$ cat config.mk
export PLATFORM = sky130hd
export DESIGN_NAME = tpm_top
export DESIGN_NICKNAME = d
export VERILOG_FILES = /design/src/tpm_pkg.sv /design/src/tpm_prescaler.sv /design/src/tpm_clock_select.sv /design/src/tpm_top.sv
export VERILOG_INCLUDE_DIRS = /design/src
export SDC_FILE = /design/constraint.sdc
export NUM_CORES = 1
export LEC_CHECK = 0
export BUFFER_PORTS_ARGS = -buffer_cell sky130_fd_sc_hd__buf_2
export CAP_MARGIN = 30
export CORE_MARGIN = 2
export CORE_UTILIZATION = 50
export CTS_CLUSTER_SIZE = 8
export DETAILED_ROUTE_END_ITERATION = 12
export PLACE_DENSITY = 0.72
export SLEW_MARGIN = 25
export SYNTH_ARGS = -nofsm -noshare
export SYNTH_HDL_FRONTEND = slang
export SYNTH_SLANG_ARGS = --single-unit
$ cat constraint.sdc
create_clock -name hclk -period 2.8 [get_ports hclk]
set_clock_uncertainty 0.2 [all_clocks]
set_input_delay 0.84 -clock hclk [delete_from_list [all_inputs] [get_ports hclk]]
set_output_delay 0.84 -clock hclk [all_outputs]
set_load 0.05 [all_outputs]
$ cat src/tpm_consts.svh
// Constants for the timer pair mode and clock select block
// Assumes inclusion by bare name from every design file that needs them
`ifndef TPM_CONSTS_SVH
`define TPM_CONSTS_SVH

// ----------------------------------------------------------------------
// Register byte offsets (low 12 address bits)
// ----------------------------------------------------------------------
`define TPM_OFF_CMP_B    12'h108
`define TPM_OFF_MODE_B   12'h10c
`define TPM_OFF_CMP_C    12'h110
`define TPM_OFF_MODE_C   12'h114
`define TPM_OFF_CMP_D    12'h118
`define TPM_OFF_MODE_D   12'h11c
`define TPM_OFF_RUN      12'h120
`define TPM_OFF_STATUS   12'h124
`define TPM_OFF_MASK     12'h128

// ----------------------------------------------------------------------
// Reset values and field positions
// ----------------------------------------------------------------------
`define TPM_MODE_RESET   8'h00
`define TPM_CMP_RESET    16'h0000
`define TPM_EVT_RESET    6'h00
`define TPM_FLD_OPMODE   7:6
`define TPM_FLD_PERIOD   5:4
`define TPM_FLD_UPSEL    3:2
`define TPM_FLD_LOSEL    1:0
`define TPM_HSIZE_WORD   3'b010

// ----------------------------------------------------------------------
// Prescaler tap widths: taps fire every 2, 8, 32 and 512 cycles
// ----------------------------------------------------------------------
`define TPM_TAP_ONE_BITS  1
`define TPM_TAP_FOUR_BITS 3
`define TPM_TAP_16_BITS   5
`define TPM_TAP_256_BITS  9

`endif

$ cat src/tpm_pkg.sv
// Types shared by the timer pair mode and clock select block
// Assumes nothing beyond a SystemVerilog compiler
package tpm_pkg;

    typedef enum logic [1:0] {
        TPM_DUAL    = 2'b00,
        TPM_CASCADE = 2'b01,
        TPM_PPG     = 2'b10,
        TPM_PWM     = 2'b11
    } tpm_mode_t;

    typedef enum logic [1:0] {
        TPM_SEL_ZERO = 2'b00,
        TPM_SEL_ONE  = 2'b01,
        TPM_SEL_TWO  = 2'b10,
        TPM_SEL_TRI  = 2'b11
    } tpm_sel_t;

endpackage

$ cat src/tpm_prescaler.sv
// Free-running prescaler giving four single-cycle tap pulses
// Assumes one clock domain and asynchronous active-low reset
`timescale 1ns/1ps
`default_nettype none
`include "tpm_consts.svh"

module tpm_prescaler (
    input  wire logic hclk,
    input  wire logic hresetn,
    output logic      prescaler_tap_one,
    output logic      prescaler_tap_four,
    output logic      prescaler_tap_sixteen,
    output logic      prescaler_tap_256
);
    import tpm_pkg::*;

    logic [8:0] count;
    logic [3:0] tap;
    wire  [3:0] next_tap;

    // ------------------------------------------------------------------
    // Tap decode
    // ------------------------------------------------------------------
    genvar i;
    for (i = 0; i < 4; i++) begin : g_tap
        localparam int W = (i == 0) ? `TPM_TAP_ONE_BITS :
                           (i == 1) ? `TPM_TAP_FOUR_BITS :
                           (i == 2) ? `TPM_TAP_16_BITS : `TPM_TAP_256_BITS;
        assign next_tap[i] = &count[W-1:0];
    end

    always_ff @(posedge hclk or negedge hresetn) begin
        if (!hresetn) begin
            count <= 9'h000;
            tap   <= 4'h0;
        end else begin
            count <= count + 9'h001;
            tap   <= next_tap;
        end
    end

    assign prescaler_tap_one     = tap[0];
    assign prescaler_tap_four    = tap[1];
    assign prescaler_tap_sixteen = tap[2];
    assign prescaler_tap_256     = tap[3];

endmodule
`default_nettype wire

$ cat src/tpm_clock_select.sv
// Count clock selection for the lower and upper timer of one pair
// Assumes tap, pin and match inputs are single-cycle tick pulses
`timescale 1ns/1ps
`default_nettype none

module tpm_clock_select #(
    parameter bit HAS_PIN = 1'b0
) (
    input  wire tpm_pkg::tpm_mode_t pair_mode,
    input  wire tpm_pkg::tpm_sel_t  lower_sel,
    input  wire tpm_pkg::tpm_sel_t  upper_sel,
    input  wire logic               prescaler_tap_one,
    input  wire logic               prescaler_tap_four,
    input  wire logic               prescaler_tap_sixteen,
    input  wire logic               prescaler_tap_256,
    input  wire logic               pin_tick,
    input  wire logic               lower_match,
    input  wire logic               lower_overflow,
    output logic                    lower_tick,
    output logic                    upper_tick
);
    import tpm_pkg::*;

    // ------------------------------------------------------------------
    // Lower timer source
    // ------------------------------------------------------------------
    always_comb begin
        unique case (lower_sel)
            // Pairs without a count pin never tick on code 00
            TPM_SEL_ZERO: lower_tick = HAS_PIN ? pin_tick : 1'b0;
            TPM_SEL_ONE:  lower_tick = prescaler_tap_one;
            TPM_SEL_TWO:  lower_tick = prescaler_tap_four;
            TPM_SEL_TRI:  lower_tick = prescaler_tap_sixteen;
        endcase
    end

    // ------------------------------------------------------------------
    // Upper timer source, same for every pair
    // ------------------------------------------------------------------
    always_comb begin
        if (pair_mode == TPM_CASCADE) begin
            upper_tick = lower_overflow;
        end else begin
            unique case (upper_sel)
                TPM_SEL_ZERO: upper_tick = lower_match;
                TPM_SEL_ONE:  upper_tick = prescaler_tap_one;
                TPM_SEL_TWO:  upper_tick = prescaler_tap_sixteen;
                TPM_SEL_TRI:  upper_tick = prescaler_tap_256;
            endcase
        end
    end

endmodule
`default_nettype wire

$ cat src/tpm_top.sv
// Three cascadable 8-bit timer pairs with mode and clock selection
// Assumes a single AHB-Lite master; count pin is synchronous to hclk
//
// Our own choice: the AHB-Lite interface to the registers.
`timescale 1ns/1ps
`default_nettype none
`include "tpm_consts.svh"

module tpm_top (
    input  wire logic        hclk,
    input  wire logic        hresetn,
    input  wire logic        hsel,
    input  wire logic [31:0] haddr,
    input  wire logic [1:0]  htrans,
    input  wire logic        hwrite,
    input  wire logic [2:0]  hsize,
    input  wire logic [31:0] hwdata,
    input  wire logic        hready,
    output logic             hreadyout,
    output logic             hresp,
    output logic [31:0]      hrdata,
    input  wire logic        lower_c_count_input_pin,
    output logic             irq,
    output logic [2:0]       pair_wave,
    output logic [5:0]       timer_match
);
    import tpm_pkg::*;

    // ------------------------------------------------------------------
    // Register state
    // ------------------------------------------------------------------
    logic [7:0]  timer_pair_b_mode;
    logic [7:0]  timer_pair_c_mode;
    logic [7:0]  timer_pair_d_mode;
    logic [15:0] pair_b_compare;
    logic [15:0] pair_c_compare;
    logic [15:0] pair_d_compare;
    logic [5:0]  run_ctrl;
    logic [5:0]  event_status;
    logic [5:0]  event_mask;
    logic        wr_pend;
    logic [11:0] wr_addr;
    logic        pin_q;

    wire         tap_one;
    wire         tap_four;
    wire         tap_sixteen;
    wire         tap_256;
    wire  [5:0]  event_vec;
    wire  [2:0]  wave_vec;
    logic [7:0]  pair_mode [0:2];
    logic [15:0] pair_cmp  [0:2];

    assign pair_mode[0] = timer_pair_b_mode;
    assign pair_mode[1] = timer_pair_c_mode;
    assign pair_mode[2] = timer_pair_d_mode;
    assign pair_cmp[0]  = pair_b_compare;
    assign pair_cmp[1]  = pair_c_compare;
    assign pair_cmp[2]  = pair_d_compare;

    // ------------------------------------------------------------------
    // AHB-Lite decode
    // ------------------------------------------------------------------
    // Zero-wait slave: reads are looked up in the address phase, writes
    // land at the end of the data phase. A read right behind a write to
    // the same register therefore still returns the old value.
    wire        addr_phase = hsel && hready && htrans[1];
    wire        rd_take    = addr_phase && !hwrite;
    wire        wr_take    = addr_phase && hwrite && (hsize == `TPM_HSIZE_WORD);
    wire [11:0] rd_addr    = haddr[11:0];
    wire        rd_status  = rd_take && (rd_addr == `TPM_OFF_STATUS);

    wire wr_mode_b = wr_pend && (wr_addr == `TPM_OFF_MODE_B);
    wire wr_mode_c = wr_pend && (wr_addr == `TPM_OFF_MODE_C);
    wire wr_mode_d = wr_pend && (wr_addr == `TPM_OFF_MODE_D);
    wire wr_cmp_b  = wr_pend && (wr_addr == `TPM_OFF_CMP_B);
    wire wr_cmp_c  = wr_pend && (wr_addr == `TPM_OFF_CMP_C);
    wire wr_cmp_d  = wr_pend && (wr_addr == `TPM_OFF_CMP_D);
    wire wr_run    = wr_pend && (wr_addr == `TPM_OFF_RUN);
    wire wr_mask   = wr_pend && (wr_addr == `TPM_OFF_MASK);

    wire [31:0] rd_data =
        (rd_addr == `TPM_OFF_MODE_B) ? {24'h000000, timer_pair_b_mode} :
        (rd_addr == `TPM_OFF_MODE_C) ? {24'h000000, timer_pair_c_mode} :
        (rd_addr == `TPM_OFF_MODE_D) ? {24'h000000, timer_pair_d_mode} :
        (rd_addr == `TPM_OFF_CMP_B)  ? {16'h0000, pair_b_compare} :
        (rd_addr == `TPM_OFF_CMP_C)  ? {16'h0000, pair_c_compare} :
        (rd_addr == `TPM_OFF_CMP_D)  ? {16'h0000, pair_d_compare} :
        (rd_addr == `TPM_OFF_RUN)    ? {26'h0000000, run_ctrl} :
        (rd_addr == `TPM_OFF_STATUS) ? {26'h0000000, event_status} :
        (rd_addr == `TPM_OFF_MASK)   ? {26'h0000000, event_mask} :
                                       32'h00000000;

    // Hardware set wins over the read-clear in the same cycle
    wire [5:0] next_status = (event_status & ~(rd_status ? 6'h3f : 6'h00)) | event_vec;

    // ------------------------------------------------------------------
    // Bus response
    // ------------------------------------------------------------------
    always_ff @(posedge hclk or negedge hresetn) begin
        if (!hresetn) begin
            hreadyout <= 1'b0;
            hresp     <= 1'b0;
            hrdata    <= 32'h00000000;
            wr_pend   <= 1'b0;
            wr_addr   <= 12'h000;
        end else begin
            hreadyout <= 1'b1;
            hresp     <= 1'b0;
            hrdata    <= rd_take ? rd_data : 32'h00000000;
            wr_pend   <= wr_take;
            wr_addr   <= rd_addr;
        end
    end

    // ------------------------------------------------------------------
    // Software registers
    // ------------------------------------------------------------------
    always_ff @(posedge hclk or negedge hresetn) begin
        if (!hresetn) begin
            timer_pair_b_mode <= `TPM_MODE_RESET;
            timer_pair_c_mode <= `TPM_MODE_RESET;
            timer_pair_d_mode <= `TPM_MODE_RESET;
            pair_b_compare    <= `TPM_CMP_RESET;
            pair_c_compare    <= `TPM_CMP_RESET;
            pair_d_compare    <= `TPM_CMP_RESET;
            run_ctrl          <= `TPM_EVT_RESET;
            event_mask        <= `TPM_EVT_RESET;
        end else begin
            if (wr_mode_b) timer_pair_b_mode <= hwdata[7:0];
            if (wr_mode_c) timer_pair_c_mode <= hwdata[7:0];
            if (wr_mode_d) timer_pair_d_mode <= hwdata[7:0];
            if (wr_cmp_b)  pair_b_compare    <= hwdata[15:0];
            if (wr_cmp_c)  pair_c_compare    <= hwdata[15:0];
            if (wr_cmp_d)  pair_d_compare    <= hwdata[15:0];
            if (wr_run)    run_ctrl          <= hwdata[5:0];
            if (wr_mask)   event_mask        <= hwdata[5:0];
        end
    end

    // ------------------------------------------------------------------
    // Interrupt status and outputs
    // ------------------------------------------------------------------
    always_ff @(posedge hclk or negedge hresetn) begin
        if (!hresetn) begin
            event_status <= `TPM_EVT_RESET;
            irq          <= 1'b0;
            timer_match  <= `TPM_EVT_RESET;
            pin_q        <= 1'b0;
        end else begin
            event_status <= next_status;
            irq          <= |(event_status & event_mask);
            timer_match  <= event_vec;
            pin_q        <= lower_c_count_input_pin;
        end
    end

    assign pair_wave = wave_vec;

    // Pin counts on its rising edge; pin is already synchronous
    wire pin_edge = lower_c_count_input_pin && !pin_q;

    tpm_prescaler u_prescaler (
        .hclk                  (hclk),
        .hresetn               (hresetn),
        .prescaler_tap_one     (tap_one),
        .prescaler_tap_four    (tap_four),
        .prescaler_tap_sixteen (tap_sixteen),
        .prescaler_tap_256     (tap_256)
    );

    // ------------------------------------------------------------------
    // Timer pairs
    // ------------------------------------------------------------------
    genvar g;
    for (g = 0; g < 3; g++) begin : g_pair
        tpm_mode_t  pmode;
        tpm_sel_t   lsel;
        tpm_sel_t   usel;
        logic [7:0] lo_cnt;
        logic [7:0] up_cnt;
        logic       wave;
        wire        lo_tick;
        wire        up_tick;

        assign pmode = tpm_mode_t'(pair_mode[g][`TPM_FLD_OPMODE]);
        assign lsel  = tpm_sel_t'(pair_mode[g][`TPM_FLD_LOSEL]);
        assign usel  = tpm_sel_t'(pair_mode[g][`TPM_FLD_UPSEL]);

        wire [1:0]  period  = pair_mode[g][`TPM_FLD_PERIOD];
        wire [7:0]  cmp_lo  = pair_cmp[g][7:0];
        wire [7:0]  cmp_hi  = pair_cmp[g][15:8];
        wire        run_lo  = run_ctrl[2*g];
        wire        run_up  = run_ctrl[2*g+1];
        wire [7:0]  lo_inc  = lo_cnt + 8'h01;
        wire [7:0]  up_inc  = up_cnt + 8'h01;
        wire        lo_hit  = (lo_inc == cmp_lo);
        wire        up_hit  = (up_inc == cmp_hi);
        wire        lo_ovf  = run_lo && lo_tick && (lo_cnt == 8'hff);
        // Reserved period code runs as the full 8-bit cycle
        wire [7:0]  pmask   = (period == 2'b01) ? 8'h3f :
                              (period == 2'b10) ? 8'h7f : 8'hff;
        wire        pwm_end = ((lo_cnt | ~pmask) == 8'hff);
        wire [15:0] c16_inc = {up_cnt, lo_cnt} + 16'h0001;
        wire        hit16   = (c16_inc == pair_cmp[g]);
        wire        is_dual = (pmode == TPM_DUAL);
        wire        is_cas  = (pmode == TPM_CASCADE);
        wire        is_ppg  = (pmode == TPM_PPG);
        wire        is_pwm  = (pmode == TPM_PWM);
        wire        lo_step = run_lo && lo_tick;
        wire        up_step = run_up && up_tick;
        wire        m16     = is_cas && lo_step && hit16;
        wire        ppg_end = is_ppg && lo_step && (lo_inc == cmp_hi);
        wire        lo_ev   = !is_cas && lo_step && lo_hit;
        wire        up_ev   = is_cas ? m16 : (!is_ppg && up_step && up_hit);

        wire [7:0] next_lo =
            !run_lo                                 ? 8'h00 :
            !lo_tick                                ? lo_cnt :
            (is_dual && lo_hit)                     ? 8'h00 :
            m16                                     ? 8'h00 :
            ppg_end                                 ? 8'h00 :
            (is_pwm && pwm_end)                     ? 8'h00 :
                                                      lo_inc;
        wire [7:0] next_up =
            (!run_up || is_ppg || m16)              ? 8'h00 :
            !up_step                                ? up_cnt :
            (!is_cas && up_hit)                     ? 8'h00 :
                                                      up_inc;
        wire next_wave =
            (is_pwm && lo_step && pwm_end)          ? 1'b1 :
            (is_pwm && lo_ev)                       ? 1'b0 :
            (is_ppg && lo_ev)                       ? 1'b1 :
            ppg_end                                 ? 1'b0 :
            ((is_dual || is_cas) && (lo_ev || m16)) ? !wave :
                                                      wave;

        tpm_clock_select #(
            .HAS_PIN (g == 1)
        ) u_clock_select (
            .pair_mode             (pmode),
            .lower_sel             (lsel),
            .upper_sel             (usel),
            .prescaler_tap_one     (tap_one),
            .prescaler_tap_four    (tap_four),
            .prescaler_tap_sixteen (tap_sixteen),
            .prescaler_tap_256     (tap_256),
            .pin_tick              (pin_edge),
            .lower_match           (lo_ev),
            .lower_overflow        (lo_ovf),
            .lower_tick            (lo_tick),
            .upper_tick            (up_tick)
        );

        always_ff @(posedge hclk or negedge hresetn) begin
            if (!hresetn) begin
                lo_cnt <= 8'h00;
                up_cnt <= 8'h00;
                wave   <= 1'b0;
            end else begin
                lo_cnt <= next_lo;
                up_cnt <= next_up;
                wave   <= next_wave;
            end
        end

        assign event_vec[2*g]   = lo_ev;
        assign event_vec[2*g+1] = up_ev;
        assign wave_vec[g]      = wave;

        if (g == 1) begin : g_pin_chk

        end else begin : g_nopin_chk

        end

    end
endmodule
`default_nettype wire

==> reports/qor.yml <==
leakagePower_nw: 6.346
synth_top_area_cell: "dfrtp_1"
seq_area_frac_synth_pct: 41.47
n_fill_cell: 1774
p_seq_share_pct: 47.0
p_int_mw: 4.539
cts-root-buf: "clkbuf_16"
slew_violations: 0
cts_tree: "built"
n_antenna_cell: 0
multiInputGateArea_sq_um: 6774
hp-class: "in -> async"
slew_headroom_pct: 58.94
violations: "negative setup slack"
h-tree-depth: 4
avgViaCountPerCell: 6.155
grt_usage_pct: 29.27
antenna_found_initial: 0
avgRoutedWirePerCell_um: 20.89
required_ns: 2.98
dp_hpwl_um: 26050
p_per_area_nw_per_um2: 433.0
cts_sinks: 192
synth_ff_type: "dfrtp_1"
post-place-cells: 1654
max_stage_delay_ns: 0.41
tightest_slew_ns: 0.6130
setup.worst_path.start: "g_pair[1].lo_cnt[1]"
yosys_warnings: 0
arrival_ns: 3.06
rsz0062_at_grt: "yes"
first_pass_iters: 6
cp_max_fo: 3
die_h_um: 156.2
synthToLayoutAreaGrowth_pct: 25.87
hold_viol: 0
grt_pass1_vias: 10260
ys_types: 96
final_nets: 1496
rows: 55
first_iter_violations: 1019
cts.clk_slew.worst_paths_ns: 0.07
critPathKind: "reg -> reg"
io_buffers: 64
seq_area_sq_um: 4817
crit_path_frequent_cell: "buf_4"
status: "finished, violations left"
peakVddDrop_mv: 0.3022
async_flop_share_pct: 100.0
period_needed_ns: 2.883
placed_area_sq_um: 13370
power_frac_comb_pct: 13.3
die_w_um: 156.2
p_clk_share_pct: 39.7
clock_latency_ns: 0.44
synth_top_area_share_pct: 41.47
die_area_sq_um: 24410
period_share_pct: 103.0
drc: 0
fmax_mhz: 346.9
syn-cell-area_sq_um: 11590
vias: 10500
synth_edf_count: 0
dp_slack_ns: -0.2878
crit_chain: "ha_4 -> xor2_2 -> a211oi_2 -> o221ai_1 -> nand4b_1 -> buf_4 -> or3_4 -> o41ai_2 -> buf_4 -> a21o_1"
ios: 119
setup_slack_ns: -0.08296
switchingPower_mw: 1.776
ys_ff_latch: 192
hold_slack_ns: 0.1204
crit_path_top_delay_cell: "dfrtp_1"
startpoint_type: "register"
setup_viol: 12
grt_pass1_wl_um: 54970
grt_max_degree: 52
synth_area_leaders: "dfrtp_1, mux2_2, xnor2_1, nand2_1, nor2_1"
grt_overflow_total: 0
gp_congestion: 0.9631
synth_area_per_cell_sq_um: 9.679
drv_cap: 0
final_cells: 1706
swShare_pct: 28.12
core_area_sq_um: 22710
design_area_sq_um: 14580
ant_nets: 0
cts_inserted_buffers: 17
routed_wl_um: 35640
drive_gt1_share_pct: 34.69
start_util_pct: 51.02
cts_buffer_depth: 2
end_kind: "register"
r2r_start: "g_pair[1].lo_cnt[1]"
netlist_instances: 1197
power_mw: 6.315
-- worst max-delay path, delay by kind of cell, from the launching register on --
family          cells  cell delay, ns
fa+ha+maj           1            0.26
simple gates        2            0.68
xor+xnor            1            0.14
compound gates      4            0.70
flops               1            0.41
buf+inv             2            0.42
-- flip-flops by register name, indices dropped and copies added, names as in the netlist, 3 cells and up --
register	flops
g_pair.up_cnt	24
pair_b_compare	16
timer_match	6
run_ctrl	6
wr_addr	12
timer_pair_b_mode	8
pair_d_compare	16
g_pair.lo_cnt	24
timer_pair_d_mode	8
hrdata	16
event_status	6
u_prescaler.count	9
g_pair.wave	3
pair_c_compare	16
u_prescaler.tap	4
timer_pair_c_mode	8
event_mask	6
-- repair_timing --
action                                  in CTS  in global routing
cloned                                       0                  1
pin swaps                                   20                 23
endpoints found under the setup margin      35                 46
gates resized for setup                     32                 67
hold buffers                                 0                  0
buffers inserted                             9                 10
-- Yosys cell counts, types with 12 or more instances --
cell      count
a21oi_1      53
a31oi_1      23
or3_1        13
dfrtp_1     192
nor2_1       86
nand2b_1     13
and3_1       22
ha_1         13
xor2_1       35
xnor2_1      54
clkbuf_1     40
nand3_1      45
o21ai_0      61
nor2b_1      19
nand2_1      90
buf_4        29
inv_1        28
mux2_2       78
a32o_1       12
nor4_1       15
nand4_1      21
nor3_1       27
-- cell families after synthesis --
kind of cell             Yosys count  share of synthesized area, %
AND/OR/NAND/NOR                  412                         18.94
XOR/XNOR                          95                         7.862
AO/OA/AOI/OAI                    273                         16.26
flip-flops                       192                         41.47
multiplexers                      90                         8.726
buffers and inverters            119                         5.183
other                              2                       0.06482
adder cells (fa/ha/maj)           14                         1.490
-- metal layers --
metal / track usage (%) / share of wire, % / routed length [um] / up-vias
li1: - / - / - / 4795
met3: 7.449 / 8.2 / 2926 / 80
met4: 10.35 / 3.0 / 1086 / 0
met5: 0 / 0 / 0 / -
met2: 48.36 / 48 / 17010 / 464
met1: 37.47 / 41 / 14620 / 5162
-- power groups by stage --
stage / logic (mW) / registers [mW] / clock network (mW)
2_1_floorplan: 0.423 / 2.98 / 0
4_1_cts: 0.747 / 2.96 / 2.54
5_1_grt: 0.902 / 2.98 / 2.65
3_3_place_gp: 0.714 / 3.01 / 0
3_5_place_dp: 0.732 / 3.01 / 0
6_report: 0.840 / 2.97 / 2.50
-- path summary, 6_finish.rpt --
| kind | endpoint | slack, ns | cells after the start |
|---|---|---|---|
| min | g_pair[2].up_cnt[5] | 0.12 | 1 |
| max | event_status[3] | -0.08 | 10 |
| max reg2reg | event_status[3] | -0.08 | 10 |
| max in group asynchronous | g_pair[0].lo_cnt[5] | 1.49 | 2 |
| min reg2reg | u_prescaler.tap[0] | 0.24 | 0 |
| min in group hclk | u_prescaler.tap[0] | 0.24 | 0 |
-- layout by cell type, fill, tap and decap left out, drive strengths merged, types with 11 or more instances in the layout --
master    n
nand4    21
clkbuf   21
inv      36
mux2i    11
xnor2    55
and3     25
a22oi    11
xor2     35
ha       13
nor2b    19
buf     264
nor3     27
nand2b   13
nand3    49
a32o     12
a31oi    23
a21oi    53
conb     18
mux2     78
nor4     17
or3      14
nor2     86
dfrtp   192
o21ai    61
nand2    91
-- final cells by class --
| type | count | area share [%] |
|---|---|---|
| clock buffer | 19 | 3.106 |
| multi-input combinational | 902 | 46.45 |
| timing repair buffer | 267 | 13.30 |
| inverter | 28 | 0.7207 |
| sequential | 192 | 33.03 |
| clock inverter | 13 | 0.9523 |
| tap | 285 | 2.445 |
-- through the flow --
| step | setup TNS (ns) | utilization [%] |
|---|---|---|
| 2_1_floorplan | -0.1418 | - |
| 3_3_place_gp | -2.897 | 58.88 |
| 3_5_place_dp | -4.449 | 58.88 |
| 4_1_cts | -0.2767 | 62.35 |
| 5_1_grt | -2.625 | 64.22 |
| 6_report | -0.3834 | 64.22 |
No activity file was read; power rests on OpenSTA's default activity.
